[src/inc/nppf_cfg.svh]
// Constants for the parameter page link: offsets, field positions, reset values and timing
// Operation
// - Byte 208 valid blocks, 209-210 endurance
// - Mandatory ECC record at bytes 211-218
// - Up to three optional ECC records follow
// - Reserved bytes and feature bits 9-15 zero
// - Vendor revision 420-421, vendor area 422-509
// - Integrity CRC in bytes 510-511
// - Page repeated at 512 and 1024 onward
// - Signature bytes 0-3; two matches mean valid
// - Revision bit 0 zero, 1 vendor, 2 rev1
// - Host uses width from feature bit 0
// - Bit 1 clear: issue only when all idle
// - Bit 2 clear: program pages in ascending order
// - Bits 3 and 4 advertise multi-plane support
// - Bit 5 only with synchronous DDR modes filled
// - Bit 6 only with strobe DDR modes filled
// - Bit 7 marks external programming supply
// - Bit 8 selects clearing addressed or all units
// - All page registers cleared at power-up
`ifndef NPPF_CFG_SVH
`define NPPF_CFG_SVH

// Page geometry
`define NPPF_PAGE_BYTES      11'd512
`define NPPF_OFS_SIG_LAST    9'd3
`define NPPF_OFS_REV_LO      9'd4
`define NPPF_OFS_REV_HI      9'd5
`define NPPF_OFS_FEAT_LO     9'd6
`define NPPF_OFS_FEAT_HI     9'd7
`define NPPF_OFS_SDDR_MODES  9'd141
`define NPPF_OFS_ADDR_MODES  9'd142
`define NPPF_OFS_VALID_BLK   9'd208
`define NPPF_OFS_VALID_END   9'd209
`define NPPF_OFS_ECC0        9'd211
`define NPPF_OFS_ECC_LAST    9'd242
`define NPPF_OFS_VREV        9'd420
`define NPPF_OFS_CRC_LO      9'd510
`define NPPF_OFS_CRC_HI      9'd511

// Feature word bit positions
`define NPPF_FB_WIDE         0
`define NPPF_FB_MULTI_UNIT   1
`define NPPF_FB_NONSEQ       2
`define NPPF_FB_MP_PROG      3
`define NPPF_FB_MP_READ      4
`define NPPF_FB_SDDR         5
`define NPPF_FB_ADDR         6
`define NPPF_FB_VPP          7
`define NPPF_FB_UNIT_CLR     8

// Integrity check
`define NPPF_CRC_INIT        16'hffff
`define NPPF_CRC_POLY        16'h8005

// Program busy time
`define NPPF_CLK_NS          100
`define NPPF_PROG_TIME_NS    2000

// Host register offsets and bits
`define NPPF_REG_CTRL        8'h00
`define NPPF_REG_PROG        8'h04
`define NPPF_REG_STATUS      8'h08
`define NPPF_REG_FEAT        8'h0c
`define NPPF_REG_REV         8'h10
`define NPPF_REG_READY       8'h14
`define NPPF_CTRL_LOAD       0
`define NPPF_CTRL_PROG       1
`define NPPF_ST_BUSY         0
`define NPPF_ST_VALID        1
`define NPPF_ST_FAIL         2
`define NPPF_ST_ORDER_ERR    3
`define NPPF_ST_REFUSED      4
`define NPPF_ST_WIDE         8

`endif

[src/inc/nppf_pkg.sv]
// Types and the shared integrity check step for the parameter page link
`include "nppf_cfg.svh"
package nppf_pkg;
  // Host sequencer states
  typedef enum logic [2:0] {
    NPPF_IDLE,
    NPPF_RD_ISSUE,
    NPPF_RD_WAIT,
    NPPF_RD_CHECK,
    NPPF_PG_WAIT,
    NPPF_PG_BUSY
  } nppf_state_t;

  // One byte through the 16-bit check, MSB first
  function automatic logic [15:0] nppf_crc_byte(input logic [15:0] crc, input logic [7:0] data);
    logic [15:0] c;
    c = crc;
    for (int b = 7; b >= 0; b--) begin
      if (c[15] ^ data[b]) begin
        c = {c[14:0], 1'b0} ^ `NPPF_CRC_POLY;
      end else begin
        c = {c[14:0], 1'b0};
      end
    end
    return c;
  endfunction
endpackage

[src/inc/nppf_if.sv]
// Link between the page host and the flash target
`timescale 1ns/100ps
`default_nettype none
interface nppf_if #(parameter int NUNITS = 4);
  logic              rd_req;
  logic [10:0]       rd_addr;
  logic              rd_valid;
  logic [7:0]        rd_data;
  logic              prog_req;
  logic [1:0]        prog_unit;
  logic [NUNITS-1:0] rdy;
  logic [NUNITS-1:0] pgreg_full;
  logic              dev_ready;

  modport device (input rd_req, rd_addr, prog_req, prog_unit,
                  output rd_valid, rd_data, rdy, pgreg_full, dev_ready);
  modport host   (output rd_req, rd_addr, prog_req, prog_unit,
                  input rd_valid, rd_data, rdy, pgreg_full, dev_ready);
endinterface
`default_nettype wire

[src/design/nppf_pagereg.sv]
// One logical unit: page register occupancy and ready/busy timer
`timescale 1ns/100ps
`default_nettype none
module nppf_pagereg
  import nppf_pkg::*;
#(
  parameter int BUSY_CYC = 20
) (
  // Clock and reset
  input  wire logic i_mclk,
  input  wire logic i_rst_n,
  // Control
  input  wire logic i_clear,
  input  wire logic i_start,
  // State
  output logic      o_full,
  output logic      o_rdy
);
  logic [15:0] busy_cnt;

  // Occupancy: empty from power-up, cleared on request, filled by program start
  always_ff @(posedge i_mclk or negedge i_rst_n) begin
    if (!i_rst_n) begin
      o_full <= 1'b0;
    end else if (i_start) begin
      o_full <= 1'b1;
    end else if (i_clear) begin
      o_full <= 1'b0;
    end
  end

  // Busy timer holds ready low for the program time
  always_ff @(posedge i_mclk or negedge i_rst_n) begin
    if (!i_rst_n) begin
      busy_cnt <= 16'h0000;
      o_rdy    <= 1'b1;
    end else if (i_start) begin
      busy_cnt <= 16'(BUSY_CYC - 1);
      o_rdy    <= 1'b0;
    end else if (busy_cnt != 16'h0000) begin
      busy_cnt <= busy_cnt - 16'h0001;
    end else begin
      o_rdy    <= 1'b1;
    end
  end
endmodule
`default_nettype wire

[src/design/nppf_device.sv]
// Flash target end: parameter page content, copies, integrity check and page registers
`timescale 1ns/100ps
`default_nettype none
`include "nppf_cfg.svh"
module nppf_device
  import nppf_pkg::*;
#(
  parameter int          NUNITS       = 4,
  parameter int          NCOPIES      = 3,
  parameter logic [31:0] SIG_WORD     = 32'h5d5c5b5a, // Arbitrary signature value
  parameter logic        VENDOR_PAGE  = 1'b0,
  parameter logic        WIDE         = 1'b0,
  parameter logic        MULTI_UNIT   = 1'b0,
  parameter logic        NONSEQ       = 1'b0,
  parameter logic        MP_PROG      = 1'b1,
  parameter logic        MP_READ      = 1'b1,
  parameter logic [7:0]  SDDR_MODES   = 8'h00,
  parameter logic [7:0]  ADDR_MODES   = 8'h00,
  parameter logic        EXT_VPP      = 1'b0,
  parameter logic        UNIT_CLR     = 1'b1,
  parameter logic [7:0]  VALID_BLOCKS = 8'h01,
  parameter logic [15:0] VALID_ENDUR  = 16'h0003,
  parameter int          EXTRA_ECC    = 0,
  parameter logic [7:0]  ECC_BITS     = 8'h08,
  parameter logic [7:0]  ECC_CW       = 8'h09,
  parameter logic [15:0] BAD_MAX      = 16'h0014,
  parameter logic [15:0] ECC_ENDUR    = 16'h0003,
  parameter logic [15:0] VENDOR_REV   = 16'h0001
) (
  // Clock and reset
  input  wire logic  i_mclk,
  input  wire logic  i_rst_n,
  // Link
  nppf_if.device     link,
  // Observation
  output logic [15:0] o_page_crc,
  output logic        o_ready
);
  localparam int PROG_CYC = (`NPPF_PROG_TIME_NS + `NPPF_CLK_NS - 1) / `NPPF_CLK_NS;

  logic [15:0]       feat_word;
  logic [15:0]       rev_word;
  logic [8:0]        walk;
  logic [15:0]       crc;
  logic [NUNITS-1:0] clr_mask;
  logic [NUNITS-1:0] start_mask;
  logic [NUNITS-1:0] full_v;
  logic [NUNITS-1:0] rdy_v;
  logic [7:0]        rd_byte;

  // Feature and revision words; data interface bits follow their mode fields
  assign feat_word = {7'h00,
                      UNIT_CLR,
                      EXT_VPP,
                      ADDR_MODES != 8'h00,
                      SDDR_MODES != 8'h00,
                      MP_READ, MP_PROG,
                      NONSEQ, MULTI_UNIT, WIDE};
  assign rev_word  = {13'h0000, 1'b1, VENDOR_PAGE, 1'b0};

  // Content of one page offset, check bytes excluded
  function automatic logic [7:0] page_byte(input logic [8:0] off);
    logic [8:0] rel;
    logic [7:0] b;
    rel = off - `NPPF_OFS_ECC0;
    b   = 8'h00;
    if (off <= `NPPF_OFS_SIG_LAST) begin
      b = SIG_WORD[8*off[1:0] +: 8];
    end else if (off == `NPPF_OFS_REV_LO) begin
      b = rev_word[7:0];
    end else if (off == `NPPF_OFS_REV_HI) begin
      b = rev_word[15:8];
    end else if (off == `NPPF_OFS_FEAT_LO) begin
      b = feat_word[7:0];
    end else if (off == `NPPF_OFS_FEAT_HI) begin
      b = feat_word[15:8];
    end else if (off == `NPPF_OFS_SDDR_MODES) begin
      b = SDDR_MODES;
    end else if (off == `NPPF_OFS_ADDR_MODES) begin
      b = ADDR_MODES;
    end else if (off == `NPPF_OFS_VALID_BLK) begin
      b = VALID_BLOCKS;
    end else if (off == `NPPF_OFS_VALID_END) begin
      b = VALID_ENDUR[7:0];
    end else if (off == `NPPF_OFS_VALID_END + 9'd1) begin
      b = VALID_ENDUR[15:8];
    end else if (off >= `NPPF_OFS_ECC0 && off <= `NPPF_OFS_ECC_LAST) begin
      if (int'(rel[8:3]) <= EXTRA_ECC) begin
        case (rel[2:0])
          3'd0: b = ECC_BITS;
          3'd1: b = ECC_CW;
          3'd2: b = BAD_MAX[7:0];
          3'd3: b = BAD_MAX[15:8];
          3'd4: b = ECC_ENDUR[7:0];
          3'd5: b = ECC_ENDUR[15:8];
          default: b = 8'h00;
        endcase
      end
    end else if (off == `NPPF_OFS_VREV) begin
      b = VENDOR_REV[7:0];
    end else if (off == `NPPF_OFS_VREV + 9'd1) begin
      b = VENDOR_REV[15:8];
    end
    return b;
  endfunction

  // Integrity check walked over bytes 0-509 after reset
  always_ff @(posedge i_mclk or negedge i_rst_n) begin
    if (!i_rst_n) begin
      walk    <= 9'h000;
      crc     <= `NPPF_CRC_INIT;
      o_ready <= 1'b0;
    end else if (walk != `NPPF_OFS_CRC_LO) begin
      walk    <= walk + 9'h001;
      crc     <= nppf_crc_byte(crc, page_byte(walk));
    end else begin
      o_ready <= 1'b1;
    end
  end

  assign o_page_crc     = crc;
  assign link.dev_ready = o_ready;

  // Byte of any copy; copies beyond the last read zero
  always_comb begin
    rd_byte = 8'h00;
    if (int'(link.rd_addr[10:9]) < NCOPIES) begin
      if (link.rd_addr[8:0] == `NPPF_OFS_CRC_LO) begin
        rd_byte = crc[7:0];
      end else if (link.rd_addr[8:0] == `NPPF_OFS_CRC_HI) begin
        rd_byte = crc[15:8];
      end else begin
        rd_byte = page_byte(link.rd_addr[8:0]);
      end
    end
  end

  // Read answer one cycle after the request
  always_ff @(posedge i_mclk or negedge i_rst_n) begin
    if (!i_rst_n) begin
      link.rd_valid <= 1'b0;
      link.rd_data  <= 8'h00;
    end else begin
      link.rd_valid <= link.rd_req;
      link.rd_data  <= link.rd_req ? rd_byte : 8'h00;
    end
  end

  // Program clears one unit or every unit, then fills the addressed one
  always_comb begin
    clr_mask   = '0;
    start_mask = '0;
    if (link.prog_req) begin
      start_mask[link.prog_unit] = 1'b1;
      clr_mask = UNIT_CLR ? start_mask : '1;
    end
  end

  // One page register and busy timer per logical unit
  genvar u;
  generate
    for (u = 0; u < NUNITS; u++) begin : g_unit
      nppf_pagereg #(.BUSY_CYC(PROG_CYC)) u_reg (
        .i_mclk  (i_mclk),
        .i_rst_n (i_rst_n),
        .i_clear (clr_mask[u]),
        .i_start (start_mask[u]),
        .o_full  (full_v[u]),
        .o_rdy   (rdy_v[u])
      );
    end
  endgenerate

  assign link.pgreg_full = full_v;
  assign link.rdy        = rdy_v;
endmodule
`default_nettype wire

[src/flat_wrapper.sv]
// flat-port wrapper written by rule: the top's interface ports become plain ports
module nppf_device_flat import nppf_pkg::*;
#(
  parameter int          NUNITS       = 4,
  parameter int          NCOPIES      = 3,
  parameter logic [31:0] SIG_WORD     = 32'h5d5c5b5a,                             
  parameter logic        VENDOR_PAGE  = 1'b0,
  parameter logic        WIDE         = 1'b0,
  parameter logic        MULTI_UNIT   = 1'b0,
  parameter logic        NONSEQ       = 1'b0,
  parameter logic        MP_PROG      = 1'b1,
  parameter logic        MP_READ      = 1'b1,
  parameter logic [7:0]  SDDR_MODES   = 8'h00,
  parameter logic [7:0]  ADDR_MODES   = 8'h00,
  parameter logic        EXT_VPP      = 1'b0,
  parameter logic        UNIT_CLR     = 1'b1,
  parameter logic [7:0]  VALID_BLOCKS = 8'h01,
  parameter logic [15:0] VALID_ENDUR  = 16'h0003,
  parameter int          EXTRA_ECC    = 0,
  parameter logic [7:0]  ECC_BITS     = 8'h08,
  parameter logic [7:0]  ECC_CW       = 8'h09,
  parameter logic [15:0] BAD_MAX      = 16'h0014,
  parameter logic [15:0] ECC_ENDUR    = 16'h0003,
  parameter logic [15:0] VENDOR_REV   = 16'h0001
)
  (i_mclk, i_rst_n, o_page_crc, o_ready, link_rd_req, link_rd_addr, link_prog_req, link_prog_unit, link_rd_valid, link_rd_data, link_rdy, link_pgreg_full, link_dev_ready);
  nppf_if #(.NUNITS(NUNITS)) link_i ();
  input  wire logic i_mclk;
  input  wire logic i_rst_n;
  output logic [15:0] o_page_crc;
  output logic o_ready;
  input wire logic [$bits(link_i.rd_req)-1:0] link_rd_req;
  input wire logic [$bits(link_i.rd_addr)-1:0] link_rd_addr;
  input wire logic [$bits(link_i.prog_req)-1:0] link_prog_req;
  input wire logic [$bits(link_i.prog_unit)-1:0] link_prog_unit;
  output wire logic [$bits(link_i.rd_valid)-1:0] link_rd_valid;
  output wire logic [$bits(link_i.rd_data)-1:0] link_rd_data;
  output wire logic [$bits(link_i.rdy)-1:0] link_rdy;
  output wire logic [$bits(link_i.pgreg_full)-1:0] link_pgreg_full;
  output wire logic [$bits(link_i.dev_ready)-1:0] link_dev_ready;
  assign link_i.rd_req = link_rd_req;
  assign link_i.rd_addr = link_rd_addr;
  assign link_i.prog_req = link_prog_req;
  assign link_i.prog_unit = link_prog_unit;
  assign link_rd_valid = link_i.rd_valid;
  assign link_rd_data = link_i.rd_data;
  assign link_rdy = link_i.rdy;
  assign link_pgreg_full = link_i.pgreg_full;
  assign link_dev_ready = link_i.dev_ready;
  nppf_device #(.NUNITS(NUNITS), .NCOPIES(NCOPIES), .SIG_WORD(SIG_WORD), .VENDOR_PAGE(VENDOR_PAGE), .WIDE(WIDE), .MULTI_UNIT(MULTI_UNIT), .NONSEQ(NONSEQ), .MP_PROG(MP_PROG), .MP_READ(MP_READ), .SDDR_MODES(SDDR_MODES), .ADDR_MODES(ADDR_MODES), .EXT_VPP(EXT_VPP), .UNIT_CLR(UNIT_CLR), .VALID_BLOCKS(VALID_BLOCKS), .VALID_ENDUR(VALID_ENDUR), .EXTRA_ECC(EXTRA_ECC), .ECC_BITS(ECC_BITS), .ECC_CW(ECC_CW), .BAD_MAX(BAD_MAX), .ECC_ENDUR(ECC_ENDUR), .VENDOR_REV(VENDOR_REV)) u_core (.i_mclk(i_mclk), .i_rst_n(i_rst_n), .link(link_i), .o_page_crc(o_page_crc), .o_ready(o_ready));
endmodule
[config.mk]
export PLATFORM = sky130hd
export DESIGN_NAME = nppf_device_flat
export DESIGN_NICKNAME = d
export VERILOG_FILES = /design/src/inc/nppf_pkg.sv /design/src/inc/nppf_if.sv /design/src/design/nppf_pagereg.sv /design/src/design/nppf_device.sv /design/src/flat_wrapper.sv
export VERILOG_INCLUDE_DIRS = /design/src /design/src/inc
export SDC_FILE = /design/constraint.sdc
export NUM_CORES = 1
export LEC_CHECK = 0
export ABC_CLOCK_PERIOD_IN_PS = 6100
export BUFFER_PORTS_ARGS = -buffer_cell sky130_fd_sc_hd__buf_2
export CAP_MARGIN = 20
export CORE_ASPECT_RATIO = 0.75
export CORE_MARGIN = 8
export CORE_UTILIZATION = 45
export CTS_BUF_LIST = sky130_fd_sc_hd__clkbuf_16
export DETAILED_ROUTE_END_ITERATION = 10
export SYNTH_ARGS = -nofsm -noshare
export SYNTH_HDL_FRONTEND = slang
export SYNTH_SLANG_ARGS = --single-unit
[constraint.sdc]
create_clock -name i_mclk -period 6.1 [get_ports i_mclk]
set_input_delay 0.305 -clock i_mclk [delete_from_list [all_inputs] [get_ports i_mclk]]
set_output_delay 0.305 -clock i_mclk [all_outputs]
set_load 0.05 [all_outputs]
==> results of run 1 <==
[per-layer routing]
layer  vias to the layer above  track usage
met2                       133        0.230
met5                         -            0
met3                        10       0.0356
li1                       2341            -
met4                         0       0.0398
met1                      2286        0.224
[layout make-up]
type | count | area [µm²] | share of cell area
clock buffers | 9 | 225 | 0.0339
clock inverters | 6 | 42.5 | 0.00640
multi-input cells | 496 | 3090 | 0.465
well taps | 171 | 214 | 0.0322
repair buffers | 55 | 302 | 0.0454
flip-flops and latches | 107 | 2700 | 0.407
inverters | 19 | 71.3 | 0.0107
[worst max path at each step]
stage                                    start                                end  slack, ns  cells after the start
floorplan           u_core.walk[0]$_DFFE_PN0P_  u_core.o_page_crc[15]$_DFFE_PN1P_       3.17                     13
global placement    u_core.walk[0]$_DFFE_PN0P_  u_core.o_page_crc[15]$_DFFE_PN1P_       2.85                     10
detailed placement  u_core.walk[0]$_DFFE_PN0P_  u_core.o_page_crc[15]$_DFFE_PN1P_       2.75                     10
CTS                 u_core.walk[0]$_DFFE_PN0P_  u_core.o_page_crc[15]$_DFFE_PN1P_       2.71                     10
global route        u_core.walk[0]$_DFFE_PN0P_  u_core.o_page_crc[15]$_DFFE_PN1P_       2.42                     10
finish              u_core.walk[0]$_DFFE_PN0P_  u_core.o_page_crc[15]$_DFFE_PN1P_       2.70                     10
[power by group through the flow]
stage / Combinational (mW) / Clock, mW / Sequential [mW]
3_5_place_dp: 0.585 / 0 / 1.04
5_1_grt: 0.669 / 0.589 / 1.06
3_3_place_gp: 0.560 / 0 / 1.03
4_1_cts: 0.587 / 0.561 / 1.03
6_report: 0.582 / 0.542 / 1.03
2_1_floorplan: 0.477 / 0 / 1.01
[state kept, by name, summed over array words and instances, names as in the netlist]
register,flops
u_core.g_unit.u_reg.busy_cnt,64
u_core.g_unit.u_reg.o_full,4
u_core.g_unit.u_reg.o_rdy,4
u_core.link.dev_ready,1
u_core.link.rd_data,8
u_core.link.rd_valid,1
u_core.o_page_crc,16
u_core.walk,9
[synthesized netlist by cell type, types with 5 or more instances]
master / count
sky130_fd_sc_hd__a21oi_1: 38
sky130_fd_sc_hd__nand3_1: 18
sky130_fd_sc_hd__inv_1: 19
sky130_fd_sc_hd__or4_1: 6
sky130_fd_sc_hd__xnor2_1: 50
sky130_fd_sc_hd__ha_1: 15
sky130_fd_sc_hd__nand2b_1: 9
sky130_fd_sc_hd__dfrtp_1: 87
sky130_fd_sc_hd__o21ai_0: 23
sky130_fd_sc_hd__buf_4: 10
sky130_fd_sc_hd__or3_1: 14
sky130_fd_sc_hd__nand4_1: 8
sky130_fd_sc_hd__nand2_1: 69
sky130_fd_sc_hd__nand3b_1: 5
sky130_fd_sc_hd__dfstp_2: 20
sky130_fd_sc_hd__mux2i_1: 5
sky130_fd_sc_hd__nor4_1: 21
sky130_fd_sc_hd__nor2b_1: 6
sky130_fd_sc_hd__clkbuf_1: 19
sky130_fd_sc_hd__nor3_1: 30
sky130_fd_sc_hd__xor2_1: 18
sky130_fd_sc_hd__nor2_1: 88
[logic make-up after synthesis]
logic type               after synthesis
XOR/XNOR                              71
adder cells (fa/ha/maj)               15
AO/OA/AOI/OAI                         93
flip-flops                           107
AND/OR/NAND/NOR                      311
multiplexers                           6
buffers and inverters                 52
[stage by stage]
step | power [mW] | hold slack (ns) | setup slack, ns | instances
final | 2.16 | 0.0831 | 2.70 | 863
after global routing | 2.32 | 0.0674 | 2.42 | 863
after CTS | 2.18 | 0.0672 | 2.71 | 861
after detailed placement | 1.62 | 0.321 | 2.75 | 845
after global placement | 1.59 | 0.315 | 2.85 | 845
after floorplan | 1.49 | 0.00941 | 3.17 | 655
[what timing repair did]
action	CTS	global route
resized for setup	0	0
endpoints found under the hold margin	23	0
hold buffers	1	0
==> reports/results.txt, run 1 <==
Maximum number of buffers from clock root to sink: 2
R2R Setup Slk: 2.70 ns
Destination of the worst register-to-register timing path: u_core.o_page_crc[15]$_DFFE_PN1P_
Clk network pwr share: 0.251
Total number of vias: 4,770
RSZ-0062 raised after global routing: false
Largest stage delay on the critical path: 0.52 ns
Crit path kind: flip-flop to flip-flop
FMAX: 0.294 GHz
Series of cell instances along the critical path: ha_1 -> nor4_2 -> xnor2_1 -> o2111ai_1 -> nor3_2 -> nand3_1 -> a21oi_1 -> xnor3_2 -> xnor3_1 -> o21ai_1
Post-synth top flop: sky130_fd_sc_hd__dfrtp_1
Post-detailed-placement cell area: 0.00634 mm²
Maximum number of pins on one net before global-route repair: 68
Post-detailed-route DRC marker count: 0
Final HPWL from detailed placement: 9250 µm
Critical path endpoint category: flip-flop
Tightest Pin Transition: 0.918 ns
Final critical-path share of the clock period: 0.557
Ranking of synthesized cells by area: sky130_fd_sc_hd__dfrtp_1 (36%), sky130_fd_sc_hd__dfstp_2 (8.7%), sky130_fd_sc_hd__xnor2_1 (7.3%)
Final critical delay including setup and external delays: 3.40 ns
Synthesis-to-finish area growth: 10.2%
Most common library cell in the layout ignoring fill and taps: sky130_fd_sc_hd__nor2_1
Chip width: 150 µm
Initial core utilization: 0.463
Mux contribution to synthesized area: 0.0102
Height of the die: 116 µm
Synthesized-area fraction occupied by and/or/nand/nor cells: 0.267
Maximum level of the CTS H-tree: 3
Share of total power in combinational logic: 0.270
Topmost layer with routed signal wires: met4
Global-route wire length before repair: 22,200 µm
Residual antenna-violating net count after detailed routing: 0
Die outline area: 0.0174 mm²
Sw Pwr: 745 µW
Final setup viols: 0
Slowest cell on the critical path: sky130_fd_sc_hd__dfrtp_1
Max-cap viol count: 0
Worst r2r src: u_core.walk[0]$_DFFE_PN0P_
Proportion of synthesized flip-flops having asynchronous set or reset: 1.00
Portion of synthesized cell area occupied by the leading cell type: 0.361
Number of synthesized flops with an enable pin: 0
Crit path buffers/inverters: 0
Share of final-layout standard cells stronger than drive strength 1: 0.156
Total of warnings raised by yosys: 0
Synthesized cell area: 0.00603 mm²
Iter 0 DRT Violations: 481
Routed length per instance: 15.0 µm
Net count after synthesis: 687
Met3 wire length: 757 µm
Count of cells along the worst register-to-register path: 10
Clock-pin slew of the registers on the worst-case setup and hold paths: 0.07 ns
Number of antenna cells inserted: 0
Cell-internal power: 1.41 mW
Data required time at the worst endpoint: 6.37 ns
Number of distinct library cell variants in the gate-level netlist after synthesis: 68
Antenna violations before repair: 0
Number of core rows: 36
RD Place Congestion: 0.874
Worst-Skew Late Latency: 0.35 ns
Arithmetic-cell share of the synthesized area counting full adders, half adders and majority gates: 0.0311
CP top delay family: XOR/XNOR gates
Run status: finished clean
Synth Area in Compound Gates: 0.0925
Buffers inserted by post-CTS timing repair: 0
Cells after synthesis: 655
Register bit count reported by yosys: 107
Register share of total power: 0.479
Crit Path Max Fanout: 11
Launch instance of the worst min-delay path: link_rd_req
End point of the worst hold path: u_core.link.rd_valid$_DFF_PN0_
Wire length on met1: 6500 µm
TritonCTS clock tree: done
Area of all placed cells without fillers: 0.00665 mm²
Synth Area in XOR/XNOR: 0.110
Overall routed net length: 13,000 µm
Normalized max-slew margin: 0.386
CTS sink count: 107
Placeable core area: 0.0130 mm²
Vias in the first global route: 4,516
Arrival time at the worst endpoint: 3.67 ns
Via-to-Cell Ratio: 5.53
Final slew viol count: 0
Peak supply drop: 167 µV
Routed met2 length: 5600 µm
Power density over cell area: 324 mW/mm²
Clock skew: 0.00898 ns
Post-layout nets: 720
Total global routing overflow: 0
Type of element launching the critical path: flip-flop
Root Driver: sky130_fd_sc_hd__clkbuf_16
Finished Core Util: 0.511
Post-Syn Area per Cell: 9.21 µm²
Commonest cells after routing, fill and taps aside: sky130_fd_sc_hd__nor2_1 (88), sky130_fd_sc_hd__dfrtp_1 (87), sky130_fd_sc_hd__nand2_1 (69)
Count of TritonRoute iterations in the first routing pass: 5
Proportion of synthesized chip area in sequential cells: 0.448
Fill cell total of the finished layout: 1,203
Setup TNS: 0 ns
I/O pin total: 52
I/O Buffers: 51
Dominant combinational cell family by area after synthesis: simple AND/OR/NAND/NOR gates
Leakage power total: 2.86 nW
Cell type with the largest total area after synthesis: sky130_fd_sc_hd__dfrtp_1
Clock buffer count from CTS: 9
Overall routing resource usage: 0.155
Final Hold Viols: 0
Hold depth: 1
Min-delay worst type: input port to flip-flop
Switching power as a share of total power: 0.346
(Power assumes the default switching activity.)
==> run 2, diff against run 1 <==
- ABC_AREA: not set -> 1
- ABC_CLOCK_PERIOD_IN_PS: 6100 -> 3100
- PLACE_DENSITY: not set -> 0.65
- clock period: 6.1 -> 3.1 ns (I/O delays scaled with it)
==> reports/results.txt, run 2 <==
Worst r2r src: u_core.walk[0]$_DFFE_PN0P_
Height of the die: 119 µm
Proportion of synthesized chip area in sequential cells: 0.422
Via-to-Cell Ratio: 5.13
Most used standard cell by instance count after synthesis: sky130_fd_sc_hd__nand2_1
Post-Syn Area per Cell: 7.50 µm²
Chip width: 154 µm
Reg with most FFs: u_core.g_unit.u_reg.busy_cnt
Number of distinct library cell variants in the gate-level netlist after synthesis: 45
Antenna violations before repair: 0
Proportion of synthesized flip-flops having asynchronous set or reset: 1.00
Net count after synthesis: 886
Finished Core Util: 0.517
Total of warnings raised by yosys: 0
Hold Worst Slack: 0.189 ns
Root Driver: sky130_fd_sc_hd__clkbuf_16
Register bit count reported by yosys: 107
TritonCTS clock tree: done
I/O pin total: 52
Number of antenna cells inserted: 0
Slowest cell on the critical path: sky130_fd_sc_hd__dfrtp_1
Total global routing overflow: 0
Die outline area: 0.0183 mm²
Ranking of synthesized cells by area: sky130_fd_sc_hd__dfrtp_1 (34%), sky130_fd_sc_hd__nand2_1 (9.0%), sky130_fd_sc_hd__dfstp_2 (8.2%)
Destination of the worst register-to-register timing path: u_core.o_page_crc[2]$_DFFE_PN1P_
Cell type with the largest total area after synthesis: sky130_fd_sc_hd__dfrtp_1
Min-delay worst type: input port to flip-flop
Routed length per instance: 12.9 µm
Global-route wire length before repair: 24,500 µm
Power density over cell area: 645 mW/mm²
Type of element launching the critical path: flip-flop
CTS sink count: 107
Normalized max-slew margin: 0.510
Commonest cells after routing, fill and taps aside: sky130_fd_sc_hd__nand2_1 (153), sky130_fd_sc_hd__inv_1 (124), sky130_fd_sc_hd__nor2_1 (106)
Synthesis-to-finish area growth: 11.4%
RD Place Congestion: 0.917
Clock-pin slew of the registers on the worst-case setup and hold paths: 0.07 ns
Number of core rows: 37
Clock skew: 0.00609 ns
Maximum number of buffers from clock root to sink: 2
Post-layout nets: 938
Setup TNS: 0 ns
Cells after synthesis: 854
Peak supply drop: 355 µV
Vias in the first global route: 5,118
Maximum number of pins on one net before global-route repair: 57
RSZ-0062 raised after global routing: false
Crit Path Max Fanout: 6
Hold depth: 3
Post-detailed-placement cell area: 0.00681 mm²
Crit path buffers/inverters: 3
Residual antenna-violating net count after detailed routing: 0
Leakage power total: 3.75 nW
Portion of synthesized cell area occupied by the leading cell type: 0.340
Synthesized cell area: 0.00640 mm²
Final critical delay including setup and external delays: 2.78 ns
Area of the multi-input gates: 0.00306 mm²
Final Hold Viols: 0
Clock buffer count from CTS: 9
Final HPWL from detailed placement: 10,500 µm
End point of the worst hold path: u_core.g_unit[2].u_reg.o_rdy$_DFFE_PN1P_
CP top delay family: simple AND/OR/NAND/NOR gates
Launch instance of the worst min-delay path: link_prog_unit[0]
Max-cap viol count: 0
Fill cell total of the finished layout: 1,329
Critical path endpoint category: flip-flop
Post-synth top flop: sky130_fd_sc_hd__dfrtp_1
Crit path kind: flip-flop to flip-flop
R2R Setup Slk: 0.32 ns
Fin worst setup slack: 0.320 ns
Placeable core area: 0.0138 mm²
Most numerous cell on the critical path: sky130_fd_sc_hd__nand2_1
Instance count after placement with tap cells included: 1,068
Total number of vias: 5,575
Largest stage delay on the critical path: 0.44 ns
Maximum level of the CTS H-tree: 3
Ranking of synthesized cells by instance count: sky130_fd_sc_hd__nand2_1 (153), sky130_fd_sc_hd__inv_1 (124), sky130_fd_sc_hd__nor2_1 (107)
Number of synthesized flops with an enable pin: 0
Worst-Skew Late Latency: 0.34 ns
Arrival time at the worst endpoint: 3.07 ns
Count of cells along the worst register-to-register path: 24
Sequential cell area: 0.00270 mm²
Share of final-layout standard cells stronger than drive strength 1: 0.145
Buffers inserted by post-CTS timing repair: 0
Post-detailed-route DRC marker count: 0
Data required time at the worst endpoint: 3.39 ns
Series of cell instances along the critical path: ha_1 -> ha_1 -> nand2_1 -> inv_1 -> o21ai_0 -> nor2_1 -> nand2_1 -> nor2_1 -> nand4_1 -> nand2_1 -> nand2_1 -> nand2_1 -> nand2_2 -> nand2_4 -> inv_1 -> nand2_2 -> nand2_4 -> nand2_2 -> nand2_1 -> nand2_2 -> nand3_2 -> nand2_1 -> nand2_1 -> inv_1
Design Power: 4.60 mW
Final cell count without fillers: 1,086
Iter 0 DRT Violations: 438
Count of TritonRoute iterations in the first routing pass: 5
Overall routing resource usage: 0.158
I/O Buffers: 51
Final critical-path share of the clock period: 0.897
Final slew viol count: 0
Most common library cell in the layout ignoring fill and taps: sky130_fd_sc_hd__nand2_1
Final setup viols: 0
Initial core utilization: 0.464
FMAX: 0.360 GHz
Overall routed net length: 14,100 µm
Number of flip-flops under the largest register name: 64
Run status: finished clean
Tightest Pin Transition: 0.734 ns
Area of all placed cells without fillers: 0.00713 mm²
Worst slack, placed: 0.358 ns
## run 2: cell types whose count changed in the layout (fill, tap and decap cells not counted), sizes merged, moves of 23 or more
| cell | before | now |
|---|---|---|
| nand3 | 19 | 59 |
| nand2 | 69 | 166 |
| inv | 22 | 135 |
| xnor2 | 50 | 0 |
| o21ai | 24 | 72 |
| nor2 | 88 | 111 |
## run 2: how the worst max path moves through the flow
stage,from,to,cells past startpoint
after floorplan,u_core.walk[0]$_DFFE_PN0P_,u_core.o_page_crc[2]$_DFFE_PN1P_,23
after global routing,u_core.walk[0]$_DFFE_PN0P_,u_core.o_page_crc[2]$_DFFE_PN1P_,24
after detailed placement,u_core.walk[0]$_DFFE_PN0P_,u_core.o_page_crc[2]$_DFFE_PN1P_,24
final,u_core.walk[0]$_DFFE_PN0P_,u_core.o_page_crc[2]$_DFFE_PN1P_,24
after global placement,u_core.walk[0]$_DFFE_PN0P_,u_core.o_page_crc[2]$_DFFE_PN1P_,22
after CTS,u_core.walk[0]$_DFFE_PN0P_,u_core.o_page_crc[2]$_DFFE_PN1P_,24
## run 2: worst min-delay path, cell delays in order
cell and delay (ns):
sky130_fd_sc_hd__buf_2 0.10, sky130_fd_sc_hd__nor3_1 0.10, sky130_fd_sc_hd__a21oi_1 0.13
## run 2: power by group
group	switching (mW)	total, mW	internal, mW
Combinational	0.869	1.37	0.501
Clock	0.519	1.15	0.632
Sequential	0.297	2.08	1.78
## run 2: kinds of logic (layout without fill, tap and decap cells)
| family | Yosys count | count (layout) | synth area share |
|---|---|---|---|
| AOI/OAI and AO/OA | 149 | 149 | 0.126 |
| xor gates and xnor gates | 19 | 19 | 0.0272 |
| adders and majority gates | 15 | 15 | 0.0293 |
| buffers and inverters | 153 | 210 | 0.0999 |
| DFF | 107 | 107 | 0.422 |
| and+or+nand+nor | 411 | 411 | 0.296 |
## run 2: area by class of cell
cell class | instances | share of cell area
Multi-Input combinational cell | 594 | 0.429
Sequential cell | 107 | 0.379
Inverter | 134 | 0.0707
Timing Repair Buffer | 60 | 0.0481
Clock buffer | 9 | 0.0316
Tap cell | 175 | 0.0307
Clock inverter | 7 | 0.0105
## run 2: routing by layer
metal	routed length, µm	GRT usage
met1	7610	0.240
met2	5500	0.221
met3	840	0.0358
met4	115	0.0330
met5	0	0
## run 2: repair_timing
action	in CTS	in global routing
setup endpoints to repair	0	3
hold endpoints to repair	38	0
gates resized for setup	0	1
hold buffers	2	0
==> run 3, diff against run 2 <==
- ABC_CLOCK_PERIOD_IN_PS: 3100 -> 2400
- clock period: 3.1 -> 2.4 ns (I/O delays scaled with it)
==> reports/results.txt, run 3 (same netlist as run 2, synthesis figures left out) <==
Run status: complete, but fails checks
Failing checks: negative setup slack
Fill cell total of the finished layout: 1,274
Normalized max-slew margin: 0.596
Count of TritonRoute iterations in the first routing pass: 7
Total number of vias: 5,814
Instance count after placement with tap cells included: 1,120
Worst slack, placed: -0.156 ns
Hold Worst Slack: 0.173 ns
RD Place Congestion: 0.943
Overall routed net length: 15,400 µm
Power density over cell area: 764 mW/mm²
Arrival time at the worst endpoint: 2.88 ns
Iter 0 DRT Violations: 405
Final slew viol count: 0
Area of the multi-input gates: 0.00327 mm²
Worst-Skew Late Latency: 0.35 ns
Routed length per instance: 13.4 µm
I/O Buffers: 51
Final setup viols: 5
Residual antenna-violating net count after detailed routing: 0
Antenna violations before repair: 0
Commonest cells after routing, fill and taps aside: sky130_fd_sc_hd__nand2_1 (142), sky130_fd_sc_hd__inv_1 (116), sky130_fd_sc_hd__nor2_1 (100)
Leakage power total: 4.08 nW
Tightest Pin Transition: 0.606 ns
Fin worst setup slack: -0.191 ns
Largest stage delay on the critical path: 0.49 ns
Data required time at the worst endpoint: 2.69 ns
Root Driver: sky130_fd_sc_hd__clkbuf_16
Post-detailed-placement cell area: 0.00720 mm²
Vias in the first global route: 5,419
Placeable core area: 0.0138 mm²
Met3 wire length: 739 µm
CTS sink count: 107
Share of final-layout standard cells stronger than drive strength 1: 0.250
Routed met2 length: 6680 µm
Clock-pin slew of the registers on the worst-case setup and hold paths: 0.07 ns
Design Power: 6.00 mW
Crit path kind: flip-flop to flip-flop
Synthesis-to-finish area growth: 22.6%
TritonCTS clock tree: done
Maximum number of pins on one net before global-route repair: 108
Final cell count without fillers: 1,150
Post-layout nets: 1,003
Most numerous cell on the critical path: sky130_fd_sc_hd__nand2_1
Height of the die: 119 µm
Via-to-Cell Ratio: 5.06
Die outline area: 0.0183 mm²
Clock skew: 0.00857 ns
RSZ-0062 raised after global routing: true
Topmost layer with routed signal wires: met4
Final HPWL from detailed placement: 11,000 µm
Number of flip-flops under the largest register name: 64
Number of core rows: 37
Max-cap viol count: 0
Post-detailed-route DRC marker count: 0
Total global routing overflow: 0
Peak supply drop: 456 µV
Final critical delay including setup and external delays: 2.59 ns
Wire length on met1: 7790 µm
Min-delay worst type: input port to flip-flop
Initial core utilization: 0.464
Crit Path Max Fanout: 5
Global-route wire length before repair: 25,700 µm
Type of element launching the critical path: flip-flop
Chip width: 154 µm
Reg with most FFs: u_core.g_unit.u_reg.busy_cnt
Area of all placed cells without fillers: 0.00785 mm²
Maximum number of buffers from clock root to sink: 2
Number of antenna cells inserted: 0
Setup TNS: -0.789 ns
Final critical-path share of the clock period: 1.08
I/O pin total: 52
Critical path endpoint category: flip-flop
FMAX: 0.386 GHz
Slowest cell on the critical path: sky130_fd_sc_hd__dfrtp_2
Clock buffer count from CTS: 9
Overall routing resource usage: 0.168
Maximum level of the CTS H-tree: 3
Most common library cell in the layout ignoring fill and taps: sky130_fd_sc_hd__nand2_1
Sequential cell area: 0.00271 mm²
Final Hold Viols: 0
Finished Core Util: 0.569
[run 3: layout make-up]
| cell class | count | share of cell area |
|---|---|---|
| Multi-Input combinational cell | 594 | 0.417 |
| Sequential cell | 107 | 0.345 |
| Timing Repair Buffer | 125 | 0.108 |
| Inverter | 134 | 0.0649 |
| Clock buffer | 9 | 0.0287 |
| Tap cell | 175 | 0.0279 |
| Clock inverter | 6 | 0.00829 |
[run 3: per-layer routing]
| layer | global-route usage | up-vias |
|---|---|---|
| li1 | - | 3017 |
| met1 | 0.239 | 2661 |
| met2 | 0.253 | 121 |
| met3 | 0.0401 | 15 |
| met4 | 0.0409 | 0 |
| met5 | 0 | - |
[run 3: repair_timing]
action	4_1_cts	5_1_grt
resized for setup	24	44
endpoints found under the setup margin	5	14
hold buffers	2	0
setup buffers	2	11
hold endpoints to repair	88	0
pin swaps	13	31
[run 3: critical path: cells and delay by family (launching register included)]
family	cells	cell delay, ns
adders and majority gates	1	0.18
and+or+nand+nor	19	1.50
buffers and inverters	5	0.36
DFF	1	0.49
[run 3: report_power, final]
group / total (mW) / internal, mW / leakage (nW) / switching (mW)
logic: 1.82 / 0.670 / 2.62 / 1.15
clock network: 1.49 / 0.808 / 0.142 / 0.681
registers: 2.69 / 2.30 / 1.32 / 0.387
[run 3: path summary, 6_finish.rpt]
| check | startpoint | end | slack, ns | cells past startpoint |
|---|---|---|---|---|
| min reg2reg | u_core.g_unit[2].u_reg.busy_cnt[8]$_DFFE_PN0P_ | u_core.g_unit[2].u_reg.busy_cnt[8]$_DFFE_PN0P_ | 0.46 | 1 |
| max reg2reg | u_core.walk[0]$_DFFE_PN0P_ | u_core.o_page_crc[2]$_DFFE_PN1P_ | -0.19 | 25 |
| max in group asynchronous | i_rst_n | u_core.walk[2]$_DFFE_PN0P_ | 1.54 | 3 |
| max | u_core.walk[0]$_DFFE_PN0P_ | u_core.o_page_crc[2]$_DFFE_PN1P_ | -0.19 | 25 |
| min | link_rd_addr[9] | u_core.link.rd_data[7]$_DFF_PN0_ | 0.17 | 4 |
| min in group asynchronous | i_rst_n | u_core.walk[8]$_DFFE_PN0P_ | 0.32 | 3 |
